--- config.mk ---
export PLATFORM = sky130hd
export DESIGN_NAME = serial_link_error_reporter
export DESIGN_NICKNAME = d
export VERILOG_FILES = /design/src/hdl/link_err_pkg.sv /design/src/hdl/field_timer.sv /design/src/hdl/serial_link_error_reporter.sv
export SDC_FILE = /design/constraint.sdc
export NUM_CORES = 1
export LEC_CHECK = 0
export ABC_AREA = 1
export BUFFER_PORTS_ARGS = -buffer_cell sky130_fd_sc_hd__buf_4
export CORE_ASPECT_RATIO = 1.1
export CORE_UTILIZATION = 40
export CTS_BUF_LIST = sky130_fd_sc_hd__clkbuf_4 sky130_fd_sc_hd__clkbuf_8 sky130_fd_sc_hd__clkbuf_16
export CTS_CLUSTER_SIZE = 12
export DETAILED_ROUTE_END_ITERATION = 6
export PLACE_DENSITY = 0.66
export SETUP_SLACK_MARGIN = 0.4
export SYNTH_ARGS = -nofsm -noshare
export SYNTH_HDL_FRONTEND = slang
export SYNTH_HIERARCHICAL = 1
export SYNTH_SLANG_ARGS = --single-unit
--- constraint.sdc ---
create_clock -name clk_in -period 1.5 [get_ports clk_in]
set_input_delay 0.225 -clock clk_in [delete_from_list [all_inputs] [get_ports clk_in]]
set_output_delay 0.225 -clock clk_in [all_outputs]
set_load 0.01 [all_outputs]
--- src/hdl/link_err_pkg.sv ---
package link_err_pkg;
  localparam logic [15:0] STATUS_ADDR    = 16'h0219;
  localparam int          BIT_RW_DATA    = 6;
  localparam int          BIT_TIMEOUT    = 5;
  localparam int          BIT_CHECKSUM   = 4;
  localparam int          BIT_LEN_PARITY = 3;
  localparam int          BIT_RW_PARITY  = 2;
  localparam int          BIT_HEADER     = 1;
  localparam int          BIT_FRAMING    = 0;
  localparam logic [7:0]  STATUS_RESET   = 8'h00;
  localparam logic [7:0]  STATUS_MASK    = 8'h7F;
  localparam logic [7:0]  STATUS_READ_LEN = 8'h01;
  localparam int          TIMEOUT_FIELDS = 3;
  localparam int          RECOVER_FIELDS = 4;
  localparam int          CNT_W          = 20;

  typedef enum logic [1:0]
  {
    ST_STANDBY = 2'b00,
    ST_COMM    = 2'b01,
    ST_ERROR   = 2'b10
  } link_state_t;
endpackage

--- src/hdl/field_timer.sv ---
`timescale 1ns/10ps
module field_timer
  import link_err_pkg::*;
(
  input  wire logic             clk_in,
  input  wire logic             reset_in,
  input  wire logic             restart_in,
  input  wire logic [CNT_W-1:0] limit_in,
  output logic                  expired_out
);
  logic [CNT_W-1:0] count;
  logic [CNT_W-1:0] next_count;
  logic             next_expired;

  always_comb
  begin
    next_count   = count;
    next_expired = 1'b0;
    if (restart_in)
      next_count = '0;
    else if (count > limit_in)
      next_expired = 1'b1;
    else
      next_count = count + 1'b1;
  end

  always_ff @(posedge clk_in or posedge reset_in)
  begin
    if (reset_in)
    begin
      count       <= '0;
      expired_out <= 1'b0;
    end
    else
    begin
      count       <= next_count;
      expired_out <= next_expired;
    end
  end
endmodule

--- src/hdl/serial_link_error_reporter.sv ---
`timescale 1ns/10ps
// What this block does
// - Nonzero RW bits 5:1 set bit 6, continue
// - Gap over three fields: bit 5, standby
// - Timeout keeps earlier checksum-valid write words
// - Bad write checksum: bit 4, error, drop
// - Length parity bad: bit 3, error mode
// - RW parity bad: bit 2, error mode
// - Header mismatch: bit 1, error mode
// - Low stop bit: bit 0, error mode
// - Line high four fields leaves error mode
// - Status bits stay set until read
// - Single-byte status read clears; multi-byte not
module serial_link_error_reporter
  import link_err_pkg::*;
(
  input  wire logic             clk_in,
  input  wire logic             reset_in,
  input  wire logic [CNT_W-1:0] field_cycles_in,
  input  wire logic             line_in,
  input  wire logic             field_done_in,
  input  wire logic             frame_start_in,
  input  wire logic             frame_end_in,
  input  wire logic             write_mode_in,
  input  wire logic             rw_data_err_in,
  input  wire logic             checksum_err_in,
  input  wire logic             len_parity_err_in,
  input  wire logic             rw_parity_err_in,
  input  wire logic             header_err_in,
  input  wire logic             framing_err_in,
  input  wire logic             word_valid_in,
  input  wire logic             read_strobe_in,
  input  wire logic [15:0]      read_addr_in,
  input  wire logic [7:0]       read_len_in,
  output logic [7:0]            status_out,
  output logic [1:0]            link_state_out,
  output logic                  comm_enable_out,
  output logic                  commit_word_out,
  output logic                  drop_data_out
);
  link_state_t state;
  link_state_t next_state;
  logic [7:0]  status;
  logic [7:0]  next_status;
  logic        next_commit;
  logic        next_drop;
  logic        gap_expired;
  logic        high_expired;
  logic        fatal;
  logic        clear_rd;
  logic [7:0]  events;
  logic [CNT_W-1:0] gap_limit;
  logic [CNT_W-1:0] high_limit;
  logic [7:0]  raw_err;
  logic        in_comm;
  logic        restart_gap;
  logic        restart_high;
  logic        next_comm_enable;

  // Only an exact one-byte read of the status address clears; longer reads do not
  function automatic logic single_status_read(input logic        strobe,
                                              input logic [15:0] addr,
                                              input logic [7:0]  len);
    return strobe && (addr == STATUS_ADDR) && (len == STATUS_READ_LEN);
  endfunction

  ////////////////////////////////////////////////////////////////////////////
  // Timers: three field times between fields, four of line-high to recover
  // Limits are cut to the timer width, so field_cycles_in must stay below 2^18
  assign gap_limit  = CNT_W'(TIMEOUT_FIELDS * field_cycles_in);
  assign high_limit = CNT_W'(RECOVER_FIELDS * field_cycles_in);
  assign in_comm    = (state == ST_COMM);

  // Every completed field opens a fresh gap window
  assign restart_gap  = !in_comm || field_done_in;
  // Any low sample restarts the recovery count
  assign restart_high = (state != ST_ERROR) || !line_in;

  field_timer gap_timer
  (
    .clk_in      (clk_in),
    .reset_in    (reset_in),
    .restart_in  (restart_gap),
    .limit_in    (gap_limit),
    .expired_out (gap_expired)
  );

  field_timer high_timer
  (
    .clk_in      (clk_in),
    .reset_in    (reset_in),
    .restart_in  (restart_high),
    .limit_in    (high_limit),
    .expired_out (high_expired)
  );

  ////////////////////////////////////////////////////////////////////////////
  // Error events: raw faults from the frame checker, plus the gap timer timeout
  always_comb
  begin
    raw_err                 = 8'h00;
    raw_err[BIT_RW_DATA]    = rw_data_err_in;
    raw_err[BIT_TIMEOUT]    = gap_expired;
    raw_err[BIT_CHECKSUM]   = write_mode_in && checksum_err_in;
    raw_err[BIT_LEN_PARITY] = len_parity_err_in;
    raw_err[BIT_RW_PARITY]  = rw_parity_err_in;
    raw_err[BIT_HEADER]     = header_err_in;
    raw_err[BIT_FRAMING]    = framing_err_in;
  end

  // Faults seen outside a transaction are stale and must not touch the status
  generate
    for (genvar b = 0; b < $bits(events); b++)
    begin : g_event
      assign events[b] = in_comm && raw_err[b];
    end
  endgenerate

  // Checksum down to framing all end the transaction; RW data fault does not
  assign fatal    = |events[BIT_CHECKSUM:BIT_FRAMING];
  assign clear_rd = single_status_read(read_strobe_in, read_addr_in, read_len_in);

  ////////////////////////////////////////////////////////////////////////////
  // Status byte: set wins over a same-cycle clear
  always_comb
  begin
    next_status = status;
    if (clear_rd)
      next_status = STATUS_RESET;
    next_status = (next_status | events) & STATUS_MASK;
  end

  ////////////////////////////////////////////////////////////////////////////
  // Link state and data fate
  always_comb
  begin
    next_state  = state;
    next_commit = 1'b0;
    next_drop   = 1'b0;
    unique case (state)
      ST_STANDBY:
      begin
        if (frame_start_in)
          next_state = ST_COMM;
      end
      ST_COMM:
      begin
        if (fatal)
        begin
          next_state = ST_ERROR;
          next_drop  = 1'b1;
        end
        else if (gap_expired)
          next_state = ST_STANDBY;
        else
        begin
          // Write data flagged by the RW data error is nullified, link stays up
          next_commit = word_valid_in && write_mode_in && !rw_data_err_in;
          next_drop   = rw_data_err_in && write_mode_in;
          if (frame_end_in)
            next_state = ST_STANDBY;
        end
      end
      ST_ERROR:
      begin
        if (high_expired)
          next_state = ST_STANDBY;
      end
      default:
        next_state = ST_STANDBY;
    endcase
    // Enable follows the state it registers with, so the two never disagree
    next_comm_enable = (next_state == ST_COMM);
  end

  ////////////////////////////////////////////////////////////////////////////
  // Registers
  // Status keeps an internal copy so the output can stay a plain flip-flop
  always_ff @(posedge clk_in or posedge reset_in)
  begin
    if (reset_in)
    begin
      status     <= STATUS_RESET;
      status_out <= STATUS_RESET;
    end
    else
    begin
      status     <= next_status;
      status_out <= next_status;
    end
  end

  // State and its visible copies load together so they cannot drift apart
  always_ff @(posedge clk_in or posedge reset_in)
  begin
    if (reset_in)
    begin
      state           <= ST_STANDBY;
      link_state_out  <= ST_STANDBY;
      comm_enable_out <= 1'b0;
    end
    else
    begin
      state           <= next_state;
      link_state_out  <= next_state;
      comm_enable_out <= next_comm_enable;
    end
  end

  // Data fate strobes last one cycle; the storage side acts on the pulse
  always_ff @(posedge clk_in or posedge reset_in)
  begin
    if (reset_in)
    begin
      commit_word_out <= 1'b0;
      drop_data_out   <= 1'b0;
    end
    else
    begin
      commit_word_out <= next_commit;
      drop_data_out   <= next_drop;
    end
  end
endmodule

* Yosys cells after proc, flatten, opt, wreduce, memory -nomap -nowiden
Index checks and enable logic that the tools add are counted.
** Word-level totals
- Register bits :: 54
- Output and inout bits :: 13
** Operators by class
- Add/sub/neg operators :: 2
- Multipliers :: 1
- Magnitude comparators :: 2
- Eq/ne operators :: 8
- Muxes and demuxes :: 21
- Bitwise operators :: 1
- Reduce and logical (&&, ||, !) cells :: 20
** Operator list (count)
- 20-bit two-way mux :: 4
- 20-bit by 1-bit adder with 20-bit output, second input constant :: 2
- 20-bit greater-than comparator :: 2
- 2-bit by 20-bit multiplier with 20-bit output, first input constant :: 1
- 16-bit by 10-bit equality test with 1-bit output, second input constant :: 1
- 1-bit logical AND :: 13
- 1-bit two-way mux :: 10
- 2-bit two-way mux :: 5
- 8-bit by 1-bit equality test with 1-bit output, second input constant :: 1
- 7-bit two-way mux :: 1
- 7-bit OR :: 1
- 2-bit case mux with 3 select lines :: 1
- 5-bit OR reduction :: 1
- 2-bit by 1-bit equality test with 1-bit output, second input constant :: 2
- 2-bit by 1-bit != test with 1-bit output, second input constant :: 2
- 1-bit zero test :: 3
- 2-bit equality test, second input constant :: 1
- 2-bit zero test :: 1
- 1-bit logical OR :: 2
- 2-bit != test, second input constant :: 1

* Longest topological paths before layout
- Depth after elaboration :: 6
- Mapped depth :: 24
- Mapped depth without buffers :: 23

* By module
Netlist, hierarchy kept.
** By module, submodules not included
- field_timer :: times used 2, cells each 316, area each 2030.7 um^2, sequential area each 525.5 um^2
- serial_link_error_reporter :: times used 1, cells each 272, area each 1646.6 um^2, sequential area each 300.3 um^2

* Worst setup path before layout
No wires, ideal clock.
- Kind :: input-to-reg
- Start point :: in field_cycles_in[0]
- End point :: reg gap_timer.count[2]
- Data arrival time :: 2.549 ns
- Data required time :: 1.383 ns
- Path slack :: -1.166 ns
- Stages on the path :: 24
- Path buffers :: 1
- Cells stage by stage :: ha_1 > inv_1 > fa_1 > inv_1 > nand3_1 > nand3_1 > nand2_1 > nand2_1 > nand2_1 > nand2_1 > nand2_1 > nand2_1 > inv_1 > ha_1 > nand2_1 > nor2_2 > nand2_1 > nor2_2 > o21ai_1 > nand3_2 > nand2_2 > buf_6 > nand2_1 > nand2_1
** Between the ends
- Longest elaborated chain between the ends :: 3
** RTL lines
- start, declared :: line serial_link_error_reporter.sv:19 : input wire logic [CNT_W-1:0] field_cycles_in,
- 2-bit by 20-bit multiplier with 20-bit output :: line serial_link_error_reporter.sv:70 : assign gap_limit = CNT_W'(TIMEOUT_FIELDS * field_cycles_in);
- named net gap_limit[17] :: line serial_link_error_reporter.sv:52 : logic [CNT_W-1:0] gap_limit;
- 20-bit greater-than comparator :: line field_timer.sv:21 : else if (count > limit_in)
- 2-bit by 1-bit != test with 1-bit output (no line)
- end signal, assigned :: line field_timer.sv:36 : count <= next_count;
- end, declared :: line field_timer.sv:11 : logic [CNT_W-1:0] count;
The timed path passes the listed nets, and every way through them passes these cells.
A chain may end at the register's enable or synchronous reset.

* Worst setup path after layout
- Start point :: in field_cycles_in[10]
- End point :: reg gap_timer.count[15]
The elaborated chain is that of the path after synthesis.

==> results.txt <==
- For this design the ratio of total power to cell area is roughly 700 nW/um^2.
* Share of cells above drive strength 1: 0.389
- Floorplan row count: 45
* Number of warnings reported in the yosys synthesis log: 6
- CTS tree: yes
- Num CTS Buffers: 5
- The clock arrives with around 7 ps of skew.
* Violations in the final reports: setup timing
- Crit path max fanout: 5
- Number of failing hold endpoints at the final stage: 0
- For this run the aggregate overflow at the end of global routing stands at 0.
- Clock-pin slew of the registers on the worst-case setup and hold paths: roughly 70 ps
* Wire length of the first global-routing pass: between 20 and 30 mm
- Internal reg-to-reg setup slack: -470 ps
- Element type at the critical path end: flip-flop
- Finished Cell Area: roughly 8800 um^2
- Of all flip-flops after synthesis, the portion carrying an async set or reset was 1.00.
* Clock insertion delay at the later pin of the skew report: 300 ps
- Setup WS post-layout: -1060 ps
* Library cell used as clock root buffer: sky130_fd_sc_hd__clkbuf_16
* Clock tree sinks: 54
- For this run, the register share of the synthesized area comes to 0.237.
* Vias: approximately 6,300
- The critical path is of the in2reg type.
* Final antenna diode count: 0
* Post-detail-place hpwl: between 10 and 15 mm
* Fin nets: about 1,200
* Count of input and output buffers: 70
- Walking the worst path, the cells encountered are buf_4, ha_4, a21oi_2, o21ai_0, buf_4, a21oi_2, nand3_1, nand2_1, inv_1, ha_1, nand2_2, nor2_4, buf_4, a21oi_2, nand3_2, buf_6, buf_4, nand3_1, nand2_2.
- Outcome: finished, violations left
- Number of max-cap violations: 0
- Final number of setup-violating endpoints: 42
* CTS H-tree lvls: 2
* Count of buffering cells on the critical path with inverters included: 6
- In the routed layout, each cell is associated on average with a via count of just under 5.
* Number of global-route vias before repair: 5,995
- Number of flops mapped to enable cells by yosys: 0
* CP top delay family: buffers and inverters
* Peak ir drop on the vdd network: ~0.51 mV
- Most used DFF post-synth: sky130_fd_sc_hd__dfrtp_1
- Final Cycle Share: 1.71
* Gr usage total: 0.232
- Fin. max-slew vios: 0
* Number of DRC violations after detailed-routing iteration 0: between 300 and 400
- Fillers: approximately 1,200
- Height of the chip: about 130 um
* Total die area: around 15,000 um^2
- For this block, the routed nets add up to 17.4 mm of wire.
* Cell count along the critical path: 19
* Last weighted congestion value of the routability-driven placer: between 0.8 and 0.9
- Counting flops and latches in the post-synthesis netlist gives between 50 and 60.
- Detail Route Antenna Nets: 0
* Final period demand of the worst path: between 2000 and 3000 ps
- CTS max path bufs: 2
- At the end of the flow the core is filled with cells to 0.634.
* Antenna violations before repair: 0
- The cell that appears most often on the critical path is sky130_fd_sc_hd__buf_4.
* Drt pass-1 iters: 5
* Pin count of the biggest net entering global routing: 22
- From left edge to right edge, the die measures 116 um.
- The initial utilization of the core area, before any placement, comes to 0.412.
- After technology mapping, the gate count stands at 904.
- Slowest-stage cell, CP: sky130_fd_sc_hd__ha_1
* Critical path's largest stage delay: around 300 ps
* Hold/Removal Path Class: in2reg
* Required time of the critical path: 1690 ps
- Summed instance area of the synthesized netlist: roughly 5700 um^2
- Synth unique cells: 37
* Post-synthesis area per instance: between 6 and 7 um^2
- Setup repair after global routing could not meet its margin everywhere.
- After detailed routing, the number of remaining DRC violations is 0.
- Top Ports: 72
* F_max: just under 400 MHz
* Worst Reg2Reg Path Length in Cells: 14
- Startpoint class of the critical path: input pin
* Routed length per placed instance: around 13 um
- The area growth from synthesis to layout is 53.7%.
* Core Box Area: 13,900 um^2
* Area of placed instances: between 7000 and 8000 um^2
- Hold Path Stages: 2
- Data on the critical path arrives at its endpoint at around 2800 ps.
* Static Leakage: 4.58 nW
==> power breakdown <==
| part | switching (mW) | internal [mW] |
|---|---|---|
| Combinational | 1.40 | 1.30 |
| Clock | 0.568 | 1.00 |
| Sequential | 0.0992 | 1.60 |
==> worst register-to-register path, delay by kind of cell (launching register included) <==
family | cells | cell delay [ps]
simple gates | 8 | 600
compound gates | 1 | 120
fa+ha+maj | 1 | 270
buf+inv | 4 | 490
flops | 1 | 440
==> worst paths after layout <==
check                                    start                   end
hold reg to reg                      status[2]             status[2]
hold / removal                  rw_data_err_in       commit_word_out
setup / recovery           field_cycles_in[10]   gap_timer/count[15]
setup reg to reg           high_timer/count[7]  high_timer/count[10]
max in group asynchronous             reset_in             status[3]
min in group asynchronous             reset_in             status[2]
==> cell families after synthesis <==
kind of cell | share of synthesized area
AO/OA/AOI/OAI | 0.0686
XOR/XNOR | 0.0245
adder cells (fa/ha/maj) | 0.135
buffers and inverters | 0.115
flip-flops | 0.237
other | 0.000657
AND/OR/NAND/NOR | 0.420
==> final cells by class <==
cell class | instances | area, um^2 | area share
clock inverter | 2 | 60.1 | 0.00684
timing repair buffer | 205 | 1890 | 0.215
multi-input combinational | 694 | 4560 | 0.520
tap | 188 | 235 | 0.0268
sequential | 54 | 1350 | 0.154
clock buffer | 6 | 139 | 0.0158
inverter | 143 | 542 | 0.0617
==> state kept, by name, indices dropped and copies added (netlist names) <==
register,cells
comm_enable_out,1
commit_word_out,1
drop_data_out,1
gap_timer/count,20
gap_timer/expired_out,1
high_timer/count,20
high_timer/expired_out,1
state,2
status,7
==> metrics by stage <==
step	power (mW)	instances	TNS, ps	hold slack (ps)	worst slack (ps)
CTS	5.76	1286	-28380	89.0	-967
global route	6.34	1292	-37310	95.5	-1250
floorplan	2.80	906	-23500	89.7	-1010
detailed placement	3.76	1255	-37250	282	-1410
finish	5.97	1292	-31250	99.0	-1060
global placement	3.73	1255	-35590	274	-1330
==> cell usage after synthesis (4+ instances only) <==
| cell | instances | area [um^2] |
|---|---|---|
| sky130_fd_sc_hd__inv_2 | 7 | 26.3 |
| sky130_fd_sc_hd__a21oi_1 | 38 | 190 |
| sky130_fd_sc_hd__nor2_1 | 104 | 390 |
| sky130_fd_sc_hd__nand2_2 | 12 | 75.1 |
| sky130_fd_sc_hd__nand4_1 | 6 | 37.5 |
| sky130_fd_sc_hd__xnor2_1 | 4 | 35.0 |
| sky130_fd_sc_hd__nand3_1 | 67 | 335 |
| sky130_fd_sc_hd__buf_6 | 4 | 45.0 |
| sky130_fd_sc_hd__o21ai_0 | 16 | 80.1 |
| sky130_fd_sc_hd__nor2_4 | 8 | 90.1 |
| sky130_fd_sc_hd__ha_1 | 60 | 751 |
| sky130_fd_sc_hd__o21ai_1 | 7 | 35.0 |
| sky130_fd_sc_hd__nand3_2 | 8 | 80.1 |
| sky130_fd_sc_hd__buf_4 | 5 | 37.5 |
| sky130_fd_sc_hd__a21o_1 | 4 | 30.0 |
| sky130_fd_sc_hd__inv_1 | 136 | 510 |
| sky130_fd_sc_hd__dfrtp_1 | 54 | 1350 |
| sky130_fd_sc_hd__nor2_2 | 11 | 68.8 |
| sky130_fd_sc_hd__buf_2 | 4 | 20.0 |
| sky130_fd_sc_hd__xor2_1 | 12 | 105 |
| sky130_fd_sc_hd__nor3_1 | 6 | 30.0 |
| sky130_fd_sc_hd__nand2_1 | 308 | 1160 |
==> cell usage in the layout, fill, tap and decap left out, types with 13 or more instances in the layout <==
master                    synthesis  final
sky130_fd_sc_hd__nand2_2         12     68
sky130_fd_sc_hd__ha_4             0     20
sky130_fd_sc_hd__nand2_4          2     20
sky130_fd_sc_hd__buf_4            5    165
sky130_fd_sc_hd__inv_2            7     15
sky130_fd_sc_hd__nand2_1        308    234
sky130_fd_sc_hd__nand3_2          8     25
sky130_fd_sc_hd__nor2_2          11     15
sky130_fd_sc_hd__nor2_1         104     95
sky130_fd_sc_hd__a21oi_1         38     26
sky130_fd_sc_hd__nand3_1         67     44
sky130_fd_sc_hd__dfrtp_1         54     54
sky130_fd_sc_hd__buf_6            4     21
sky130_fd_sc_hd__inv_1          136    126
sky130_fd_sc_hd__ha_1            60     39
sky130_fd_sc_hd__nor2_4           8     13
sky130_fd_sc_hd__a21oi_2          2     13
==> repair_timing <==
action,in CTS,in global routing
hold endpoints to repair,33,0
gates resized for setup,117,108
endpoints found under the setup margin,49,51
setup buffers,15,2
hold buffers,1,0
gates cloned,7,4
pin swaps,45,45
==> metal layers <==
| layer | vias to the layer above | wire [um] | part of all wire | track usage |
|---|---|---|---|---|
| li1 | 3207 | - | - | - |
| met1 | 2932 | 7520 | 0.43 | 0.290 |
| met2 | 139 | 8810 | 0.51 | 0.419 |
| met3 | 18 | 822 | 0.047 | 0.0313 |
| met4 | 0 | 214 | 0.012 | 0.0498 |
| met5 | - | 0 | 0 | 0 |
(Power assumes the default switching activity.)
